`src/hdl/ddi_pkg.sv`:
```
// Constants for the digital input function decoder.
// Assumes one control clock; codes arrive as plain 7-bit configuration.
package ddi_pkg;
  localparam int unsigned NUM_INPUTS = 5;
  localparam int unsigned CODE_W = 7;
  localparam int unsigned FREQ_W = 16;
  // Function codes
  localparam logic [6:0] FN_NONE = 7'h00;
  localparam logic [6:0] FN_RUN_RIGHT = 7'h01;
  localparam logic [6:0] FN_RUN_LEFT = 7'h02;
  localparam logic [6:0] FN_REVERSE = 7'h03;
  localparam logic [6:0] FN_FIXED_1 = 7'h04;
  localparam logic [6:0] FN_FIXED_4 = 7'h07;
  localparam logic [6:0] FN_PSET_BIT0 = 7'h08;
  localparam logic [6:0] FN_RAMP_HOLD = 7'h09;
  localparam logic [6:0] FN_COAST = 7'h0a;
  localparam logic [6:0] FN_ESTOP = 7'h0b;
  localparam logic [6:0] FN_FAULT_ACK = 7'h0c;
  // Reset values of the input function selection
  localparam logic [34:0] FUNC_RESET = {7'h00, 7'h00, 7'h04, 7'h02, 7'h01};
  // Fault acknowledge configuration values
  localparam logic [1:0] ACK_CFG_NONE = 2'h0;
  localparam logic [1:0] ACK_CFG_ENABLE_LOW = 2'h1;
  // Drive mode encodings
  typedef enum logic [3:0]
  {
    DDI_IDLE = 4'h1,
    DDI_RUN = 4'h2,
    DDI_BLOCKED = 4'h4,
    DDI_FAULT = 4'h8
  } ddi_mode_t;
endpackage : ddi_pkg

```
`src/hdl/ddi_core.sv`:
```
// Decoder of the functions assigned to the programmable control inputs.
// Assumes inputs synchronous to clock; fault cause comes from elsewhere.
// Operation
// - Code 01 rising edge with positive setpoint, no autostart: run right.
// - Code 02 rising edge with positive setpoint, no autostart: run left.
// - Autostart set: enable is level sensitive, held high by the outside.
// - Right and left enables together block the output.
// - In fault with cause gone and no code 12, enable falling edge clears the fault.
// - Code 03 high reverses the direction chosen by the enables.
// - Codes 04 to 07 high add fixed table entries one to four.
// - Several fixed frequencies sum with sign, plus minimum frequency.
// - Code 08 gives the low bit of the parameter set selection.
// - Code 09 low freezes the ramp, high lets it continue.
// - Code 10 low switches off the output voltage, coasting.
// - Code 11 low ramps down using the fast stop time.
// - Code 12 acknowledges a pending fault on a rising edge once the fault cause is gone.
// - Without code 12, a low enable acknowledges when so configured.
// - Code 00 has no effect at all.
// - Reset codes are 1, 2, 4 for inputs one to three, else zero.
`timescale 1ns/100ps
module ddi_core #(
  parameter int unsigned NUM_IN = ddi_pkg::NUM_INPUTS,
  parameter int unsigned FW = ddi_pkg::FREQ_W
)
(
  // Clock and reset
  input wire logic clock,
  input wire logic rst,
  // Control input terminals
  input wire logic [NUM_IN-1:0] control_in,
  // Configuration
  input wire logic [NUM_IN*7-1:0] input_function_select,
  input wire logic func_load,
  input wire logic auto_start_on_power,
  input wire logic [1:0] fault_ack_config,
  input wire logic signed [4*FW-1:0] fixed_frequency_table,
  input wire logic signed [FW-1:0] minimum_frequency,
  input wire logic min_freq_add,
  input wire logic signed [FW-1:0] setpoint,
  // Fault status from the protection logic
  input wire logic fault_event,
  input wire logic fault_cause_active,
  // Drive commands
  output logic run_right,
  output logic run_left,
  output logic output_blocked,
  output logic voltage_off,
  output logic fast_stop,
  output logic ramp_hold,
  output logic param_set_bit0,
  output logic signed [FW-1:0] setpoint_out,
  output logic fault_flag,
  output logic [35:0] func_codes_q
);
  typedef struct packed
  {
    logic [NUM_IN-1:0] sync1;
    logic [NUM_IN-1:0] sync2;
    logic [NUM_IN-1:0] prev;
    logic [NUM_IN*7-1:0] func;
    logic [3:0] mode;
    logic right;
    logic left;
    logic blocked;
    logic coast;
    logic estop;
    logic hold;
    logic pset0;
    logic signed [FW-1:0] sp;
    logic fault;
  } ddi_state_t;

  ddi_state_t s_q;
  ddi_state_t s_d;

  // Decode one input's code, unknown codes give none
  function automatic logic [6:0] code_of(input logic [NUM_IN*7-1:0] f,
                                         input int unsigned i);
    logic [6:0] c;
    c = f[i*7 +: 7];
    if (c > ddi_pkg::FN_FAULT_ACK)
    begin
      c = ddi_pkg::FN_NONE;
    end
    return c;
  endfunction : code_of

  always_comb
  begin
    logic [6:0] c;
    logic en_r_lvl;
    logic en_l_lvl;
    logic en_r_rise;
    logic en_l_rise;
    logic en_fall;
    logic rev;
    logic coast_req;
    logic estop_req;
    logic hold_req;
    logic ack_present;
    logic ack_rise;
    logic go_r;
    logic go_l;
    logic signed [FW+2:0] sum;
    c = '0;
    en_r_lvl = 1'b0;
    en_l_lvl = 1'b0;
    en_r_rise = 1'b0;
    en_l_rise = 1'b0;
    en_fall = 1'b0;
    rev = 1'b0;
    coast_req = 1'b0;
    estop_req = 1'b0;
    hold_req = 1'b0;
    ack_present = 1'b0;
    ack_rise = 1'b0;
    go_r = 1'b0;
    go_l = 1'b0;
    sum = (FW+3)'(setpoint);
    s_d = s_q;
    s_d.sync1 = control_in;
    s_d.sync2 = s_q.sync1;
    s_d.prev = s_q.sync2;
    if (func_load)
    begin
      s_d.func = input_function_select;
    end
    for (int unsigned i = 0; i < NUM_IN; i++)
    begin
      c = code_of(s_q.func, i);
      unique case (c)
        ddi_pkg::FN_RUN_RIGHT:
        begin
          en_r_lvl = en_r_lvl | s_q.sync2[i];
          en_r_rise = en_r_rise | (s_q.sync2[i] & ~s_q.prev[i]);
          en_fall = en_fall | (~s_q.sync2[i] & s_q.prev[i]);
        end
        ddi_pkg::FN_RUN_LEFT:
        begin
          en_l_lvl = en_l_lvl | s_q.sync2[i];
          en_l_rise = en_l_rise | (s_q.sync2[i] & ~s_q.prev[i]);
          en_fall = en_fall | (~s_q.sync2[i] & s_q.prev[i]);
        end
        ddi_pkg::FN_REVERSE: rev = rev | s_q.sync2[i];
        ddi_pkg::FN_PSET_BIT0: s_d.pset0 = s_q.sync2[i];
        ddi_pkg::FN_RAMP_HOLD: hold_req = hold_req | ~s_q.sync2[i];
        ddi_pkg::FN_COAST: coast_req = coast_req | ~s_q.sync2[i];
        ddi_pkg::FN_ESTOP: estop_req = estop_req | ~s_q.sync2[i];
        ddi_pkg::FN_FAULT_ACK:
        begin
          ack_present = 1'b1;
          ack_rise = ack_rise | (s_q.sync2[i] & ~s_q.prev[i]);
        end
        ddi_pkg::FN_NONE: ;
        default:
        begin
          // Codes 04..07: fixed frequency table entries
          if (s_q.sync2[i])
          begin
            // Part-select is unsigned; keep the entry's sign
            sum = sum + (FW+3)'($signed(fixed_frequency_table[
              (c - ddi_pkg::FN_FIXED_1) * FW +: FW]));
          end
        end
      endcase
    end
    if (min_freq_add)
    begin
      sum = sum + (FW+3)'(minimum_frequency);
    end
    // Saturate instead of wrapping the signed sum
    if (sum > (FW+3)'(2**(FW-1)-1))
      s_d.sp = {1'b0, {(FW-1){1'b1}}};
    else if (sum < -(FW+3)'(2**(FW-1)))
      s_d.sp = {1'b1, {(FW-1){1'b0}}};
    else
      s_d.sp = sum[FW-1:0];
    // Start: edge or level depending on autostart
    if (auto_start_on_power)
    begin
      go_r = en_r_lvl;
      go_l = en_l_lvl;
    end
    else
    begin
      go_r = en_r_rise & (setpoint > 0);
      go_l = en_l_rise & (setpoint > 0);
    end
    s_d.hold = hold_req & ~coast_req & ~estop_req;
    s_d.coast = coast_req;
    s_d.estop = estop_req & ~coast_req;
    // Fault handling, set wins over acknowledge
    if (fault_event)
      s_d.fault = 1'b1;
    else if (s_q.fault && !fault_cause_active)
    begin
      if (ack_present && ack_rise)
        s_d.fault = 1'b0;
      else if (!ack_present && en_fall)
        s_d.fault = 1'b0;
      else if (!ack_present && fault_ack_config ==
               ddi_pkg::ACK_CFG_ENABLE_LOW && !en_r_lvl && !en_l_lvl)
        s_d.fault = 1'b0;
    end
    unique case (s_q.mode)
      ddi_pkg::DDI_IDLE,
      ddi_pkg::DDI_RUN:
      begin
        if (en_r_lvl && en_l_lvl)
          s_d.mode = ddi_pkg::DDI_BLOCKED;
        else if (go_r || go_l)
        begin
          s_d.mode = ddi_pkg::DDI_RUN;
          s_d.right = go_r ^ rev;
          s_d.left = go_l ^ rev;
        end
        else if (!en_r_lvl && !en_l_lvl)
          s_d.mode = ddi_pkg::DDI_IDLE;
        if (s_q.mode == ddi_pkg::DDI_RUN && s_d.mode == ddi_pkg::DDI_RUN)
        begin
          s_d.right = en_r_lvl ^ rev;
          s_d.left = en_l_lvl ^ rev;
        end
      end
      ddi_pkg::DDI_BLOCKED:
        if (!(en_r_lvl && en_l_lvl))
          s_d.mode = ddi_pkg::DDI_IDLE;
      ddi_pkg::DDI_FAULT:
        if (!s_q.fault)
          s_d.mode = ddi_pkg::DDI_IDLE;
      default: s_d.mode = ddi_pkg::DDI_IDLE;
    endcase
    if (s_q.fault)
      s_d.mode = ddi_pkg::DDI_FAULT;
    if (s_d.mode != ddi_pkg::DDI_RUN || coast_req || estop_req)
    begin
      // Stops dominate run commands
      s_d.right = 1'b0;
      s_d.left = 1'b0;
    end
    s_d.blocked = (s_d.mode == ddi_pkg::DDI_BLOCKED);
  end

  always_ff @(posedge clock or posedge rst)
  begin
    if (rst)
    begin
      s_q <= '0;
      s_q.func <= ddi_pkg::FUNC_RESET;
      s_q.mode <= ddi_pkg::DDI_IDLE;
    end
    else
    begin
      s_q <= s_d;
    end
  end

  assign run_right = s_q.right;
  assign run_left = s_q.left;
  assign output_blocked = s_q.blocked;
  assign voltage_off = s_q.coast;
  assign fast_stop = s_q.estop;
  assign ramp_hold = s_q.hold;
  assign param_set_bit0 = s_q.pset0;
  assign setpoint_out = s_q.sp;
  assign fault_flag = s_q.fault;
  assign func_codes_q = {1'b0, s_q.func};

  chk_both_block: assert property (@(posedge clock) disable iff (rst)
    s_q.mode == ddi_pkg::DDI_BLOCKED |-> !run_right && !run_left)
    else $error("run while both enables active");
  chk_coast_stop: assert property (@(posedge clock) disable iff (rst)
    voltage_off |-> !run_right && !run_left && !ramp_hold)
    else $error("coast did not override");
  chk_estop_run: assert property (@(posedge clock) disable iff (rst)
    fast_stop |-> !run_right && !run_left)
    else $error("run during emergency stop");
  chk_fault_set: assert property (@(posedge clock) disable iff (rst)
    fault_event |=> fault_flag)
    else $error("fault not raised");
  chk_fault_hold: assert property (@(posedge clock) disable iff (rst)
    fault_flag && fault_cause_active |=> fault_flag)
    else $error("fault cleared while cause active");
  chk_no_run_fault: assert property (@(posedge clock) disable iff (rst)
    fault_flag |=> !run_right && !run_left)
    else $error("run in fault");
  chk_dir_excl: assert property (@(posedge clock) disable iff (rst)
    !(run_right && run_left))
    else $error("both directions driven");
  chk_sync_delay: assert property (@(posedge clock) disable iff (rst)
    $rose(control_in[0]) ##1 control_in[0] |=> $rose(s_q.sync2[0]))
    else $error("input sync latency wrong");
endmodule : ddi_core

```
`config.mk`:
```
export PLATFORM = sky130hd
export DESIGN_NAME = ddi_core
export DESIGN_NICKNAME = d
export VERILOG_FILES = /design/src/hdl/ddi_pkg.sv /design/src/hdl/ddi_core.sv
export SDC_FILE = /design/constraint.sdc
export NUM_CORES = 1
export LEC_CHECK = 0
export CAP_MARGIN = 20
export CORE_MARGIN = 3
export CORE_UTILIZATION = 25
export DETAILED_ROUTE_END_ITERATION = 8
export DONT_BUFFER_PORTS = 1
export PLACE_DENSITY = 0.5
export SYNTH_ARGS = -nofsm -noshare
export SYNTH_HDL_FRONTEND = slang
export SYNTH_SLANG_ARGS = --single-unit
```
`constraint.sdc`:
```
create_clock -name clock -period 13.12 [get_ports clock]
set_clock_uncertainty 0.1 [all_clocks]
set_input_delay 1.968 -clock clock [delete_from_list [all_inputs] [get_ports clock]]
set_output_delay 1.968 -clock clock [all_outputs]
set_load 0.005 [all_outputs]
```
==> results.json <==
{
  "outcome": "finished, final reports clean",
  "pin_count": 205,
  "synth_edf_count": 0,
  "yosysMostFrequentCell": "nor2_1",
  "synth_top_area_share_pct": 13.21,
  "drive_gt1_share_pct": 10.81,
  "rows": 86,
  "grt_max_degree": 73,
  "worstSetupStartpointType": "primary input",
  "vias": 14250,
  "swShare_pct": 42.59,
  "fin_crit_sh_pct": 93.33,
  "initial_core_util_pct": 25.34,
  "grt_overflow": 0,
  "min_from": "s_d[69]",
  "slew_headroom_pct": 29.66,
  "setup_tns_ns": 0,
  "worstReg2RegStart": "func_codes_q[1]",
  "dp_hpwl_um": 45370,
  "synth_common_cells": "285 x nor2_1, 164 x a21oi_1, 125 x nand2_1, 120 x ha_1, 84 x o21ai_0",
  "grt_pass1_wl_um": 84790,
  "drtIter0Drc": 1466,
  "p_comb_share_pct": 48.0,
  "p_leak_uw": 0.006029,
  "clkSinkCount": 78,
  "hold_buffers": 0,
  "cp-startpoint": "fixed_frequency_table[16]",
  "ys_async_sr_fraction_pct": 100.0,
  "power.switching_uw": 480.0,
  "syn_area_per_cell_um2": 7.341,
  "timing.rr.end": "setpoint_out[11]",
  "stdcell_area_mm2": 0.01475,
  "crit_arrival_ns": 12.42,
  "min_period_ns": 12.25,
  "cp.required_ns": 13.30,
  "drt_wl_total_um": 56420,
  "io_buffers": 0,
  "synth_seq_cells": 78,
  "crit_path_max_fanout": 14,
  "cpMaxStageDelayCell": "fa_1",
  "cts_setup_buffers": 0,
  "yosysSeqAreaShare_pct": 13.96,
  "track_usage_pct": 18.50,
  "min_path_cells": 0,
  "viasPerCell": 5.624,
  "r2r_slack_ns": 0.99,
  "slew_viol_final": 0,
  "core_region_area_mm2": 0.05531,
  "p_per_area_mw_per_mm2": 76.43,
  "crit_top_cell": "ha_1",
  "syn_nets": 2180,
  "cts_buffers": 9,
  "r2r.worst_path.cells": 53,
  "hold_path_end": "s_d[64]",
  "area_growth_pct": 5.214,
  "ys.flop_type": "dfrtp_1",
  "clk_pin_slew_ns": 0.07,
  "chipWidth_um": 242.8,
  "dieArea_mm2": 0.05893,
  "hold_path_class": "flip-flop to flip-flop",
  "cts_root_buffer": "clkbuf_16",
  "yosysWarningCount": 0,
  "critPathMaxStageDelay_ns": 0.48,
  "yosysUniqueCellTypes": 95,
  "cts_tree": "yes",
  "netlist_instances": 1909,
  "yosysTopAreaCell": "dfrtp_1",
  "cts_max_path_buffers": 2,
  "htreeDepth": 3,
  "endpoint_kind": "flip-flop",
  "drc": 0,
  "globalplace.congestion": 0.9224,
  "post_drt_wl_per_cell_um": 22.26,
  "dpl_cell_area_mm2": 0.01435,
  "synthTopCellsByArea": "dfrtp_1 13%, ha_1 11%, nor2_1 7.6%",
  "pwr-share-clk_pct": 23.3,
  "setup_viol": 0,
  "worstSkewPairLatency_ns": 0.36,
  "p_int_uw": 647.0,
  "maxCapViolCount": 0,
  "hold_viol_final": 0,
  "seqPwrFrac_pct": 28.7,
  "drtAntennaViolNets": 0,
  "drtPass1Iterations": 7,
  "grt_pass1_vias": 13430,
  "fmax_mhz": 81.66,
  "worstMarginPinSlew_ns": 1.053,
  "crit_type": "primary input to flip-flop",
  "n_antenna_cell": 0,
  "fin_nets": 2052,
  "cts_resized": 0,
  "synth_area_mm2": 0.01401,
  "antenna_found_initial": 0,
  "die_h_um": 242.8,
  "worst_ir_drop_vdd_uv": 98.92
}
flip-flops by register name, indices dropped and copies added, names as in the netlist:
name,cells
func_codes_q,35
setpoint_out,16
s_d,10
s_q,9
fast_stop,1
fault_flag,1
output_blocked,1
param_set_bit0,1
ramp_hold,1
run_left,1
run_right,1
voltage_off,1
final cells by class:
| type | count | area [um2] |
|---|---|---|
| fill | 6158 | 40560 |
| multi-input combinational | 1609 | 11110 |
| sequential | 78 | 1961 |
| tap | 748 | 935.9 |
| timing repair buffer | 32 | 240.2 |
| clock buffer | 9 | 225.2 |
| inverter | 51 | 193.9 |
| clock inverter | 7 | 80.08 |
cells in the final DEF (no fill, tap or decap), types with 8 or more instances in the layout:
cell / netlist / layout
o21a_1: 20 / 20
xnor2_1: 47 / 47
or2_2: 8 / 8
a211oi_1: 58 / 56
a21oi_1: 164 / 161
nor3b_1: 10 / 10
xor2_1: 34 / 34
nand2_1: 125 / 125
mux2i_1: 47 / 47
o21ai_1: 9 / 10
and2_1: 8 / 8
o211ai_1: 13 / 13
o21ai_0: 84 / 83
nor2b_1: 38 / 38
nand2b_1: 17 / 17
dfrtp_1: 74 / 71
o22ai_1: 8 / 8
nor3_1: 38 / 36
a31oi_1: 45 / 45
nand3_1: 46 / 46
buf_4: 52 / 32
o21bai_1: 16 / 16
mux2_4: 10 / 10
o221a_2: 17 / 17
mux2_2: 56 / 56
inv_1: 50 / 49
and3_1: 18 / 18
o31ai_1: 9 / 8
ha_1: 120 / 119
a222oi_1: 17 / 17
clkbuf_16: 0 / 9
a21o_1: 43 / 43
nand4_1: 12 / 12
nor4_1: 45 / 41
nor2_1: 285 / 284
a221oi_1: 20 / 19
power by group through the flow:
stage / Sequential (uW) / Combinational, uW / Clock, uW
5_1_grt: 330 / 600 / 283
3_3_place_gp: 330 / 524 / 0
4_1_cts: 325 / 534 / 277
2_1_floorplan: 303 / 480 / 0
6_report: 324 / 541 / 262
3_5_place_dp: 329 / 532 / 0
stage by stage:
step / setup WS (ns) / power, uW / util (%) / hold WS (ns) / cells
after global routing: -0.01367 / 1214 / 26.66 / 0.2680 / 2534
after global placement: -0.05945 / 853.4 / 25.95 / 0.2339 / 2518
after detailed placement: -0.01069 / 861.0 / 25.95 / 0.2347 / 2518
final: 0.8745 / 1127 / 26.66 / 0.2474 / 2534
after floorplan: 1.405 / 782.7 / - / 0.2312 / 1909
after CTS: 0.2081 / 1136 / 26.50 / 0.2484 / 2534
kinds of logic (layout without fill, tap and decap cells):
family / count (synthesis) / count (layout) / share of synthesized area (%)
AOI/OAI and AO/OA: 606 / 606 / 29.77
xor gates and xnor gates: 82 / 82 / 5.223
adders and majority gates: 127 / 127 / 11.64
buffers and inverters: 222 / 99 / 7.651
DFF: 78 / 78 / 13.96
muxes: 113 / 113 / 8.928
other: 1 / 1 / 0.02676
and+or+nand+nor: 680 / 680 / 22.80
worst max-delay path by stage:
stage               cells past startpoint               end
global route                           52  setpoint_out[11]
floorplan                              51  setpoint_out[13]
detailed placement                     50  setpoint_out[14]
CTS                                    54  setpoint_out[14]
finish                                 45  setpoint_out[11]
global placement                       51  setpoint_out[14]
metal layers:
metal	wire length (um)	up-vias	track usage, %
met1	23890	6798	23.25
met4	1640	0	5.764
li1	-	6813	-
met5	0	-	0
met3	4444	91	4.905
met2	26440	548	30.89
worst max-delay path: cells and delay by family:
| kind | cells | cell delay, ns |
|---|---|---|
| buf+inv | 1 | 0.19 |
| mux | 2 | 0.52 |
| compound gates | 21 | 4.93 |
| xor+xnor | 5 | 0.99 |
| simple gates | 9 | 1.35 |
| fa+ha+maj | 7 | 2.47 |
(Power assumes the default switching activity.)
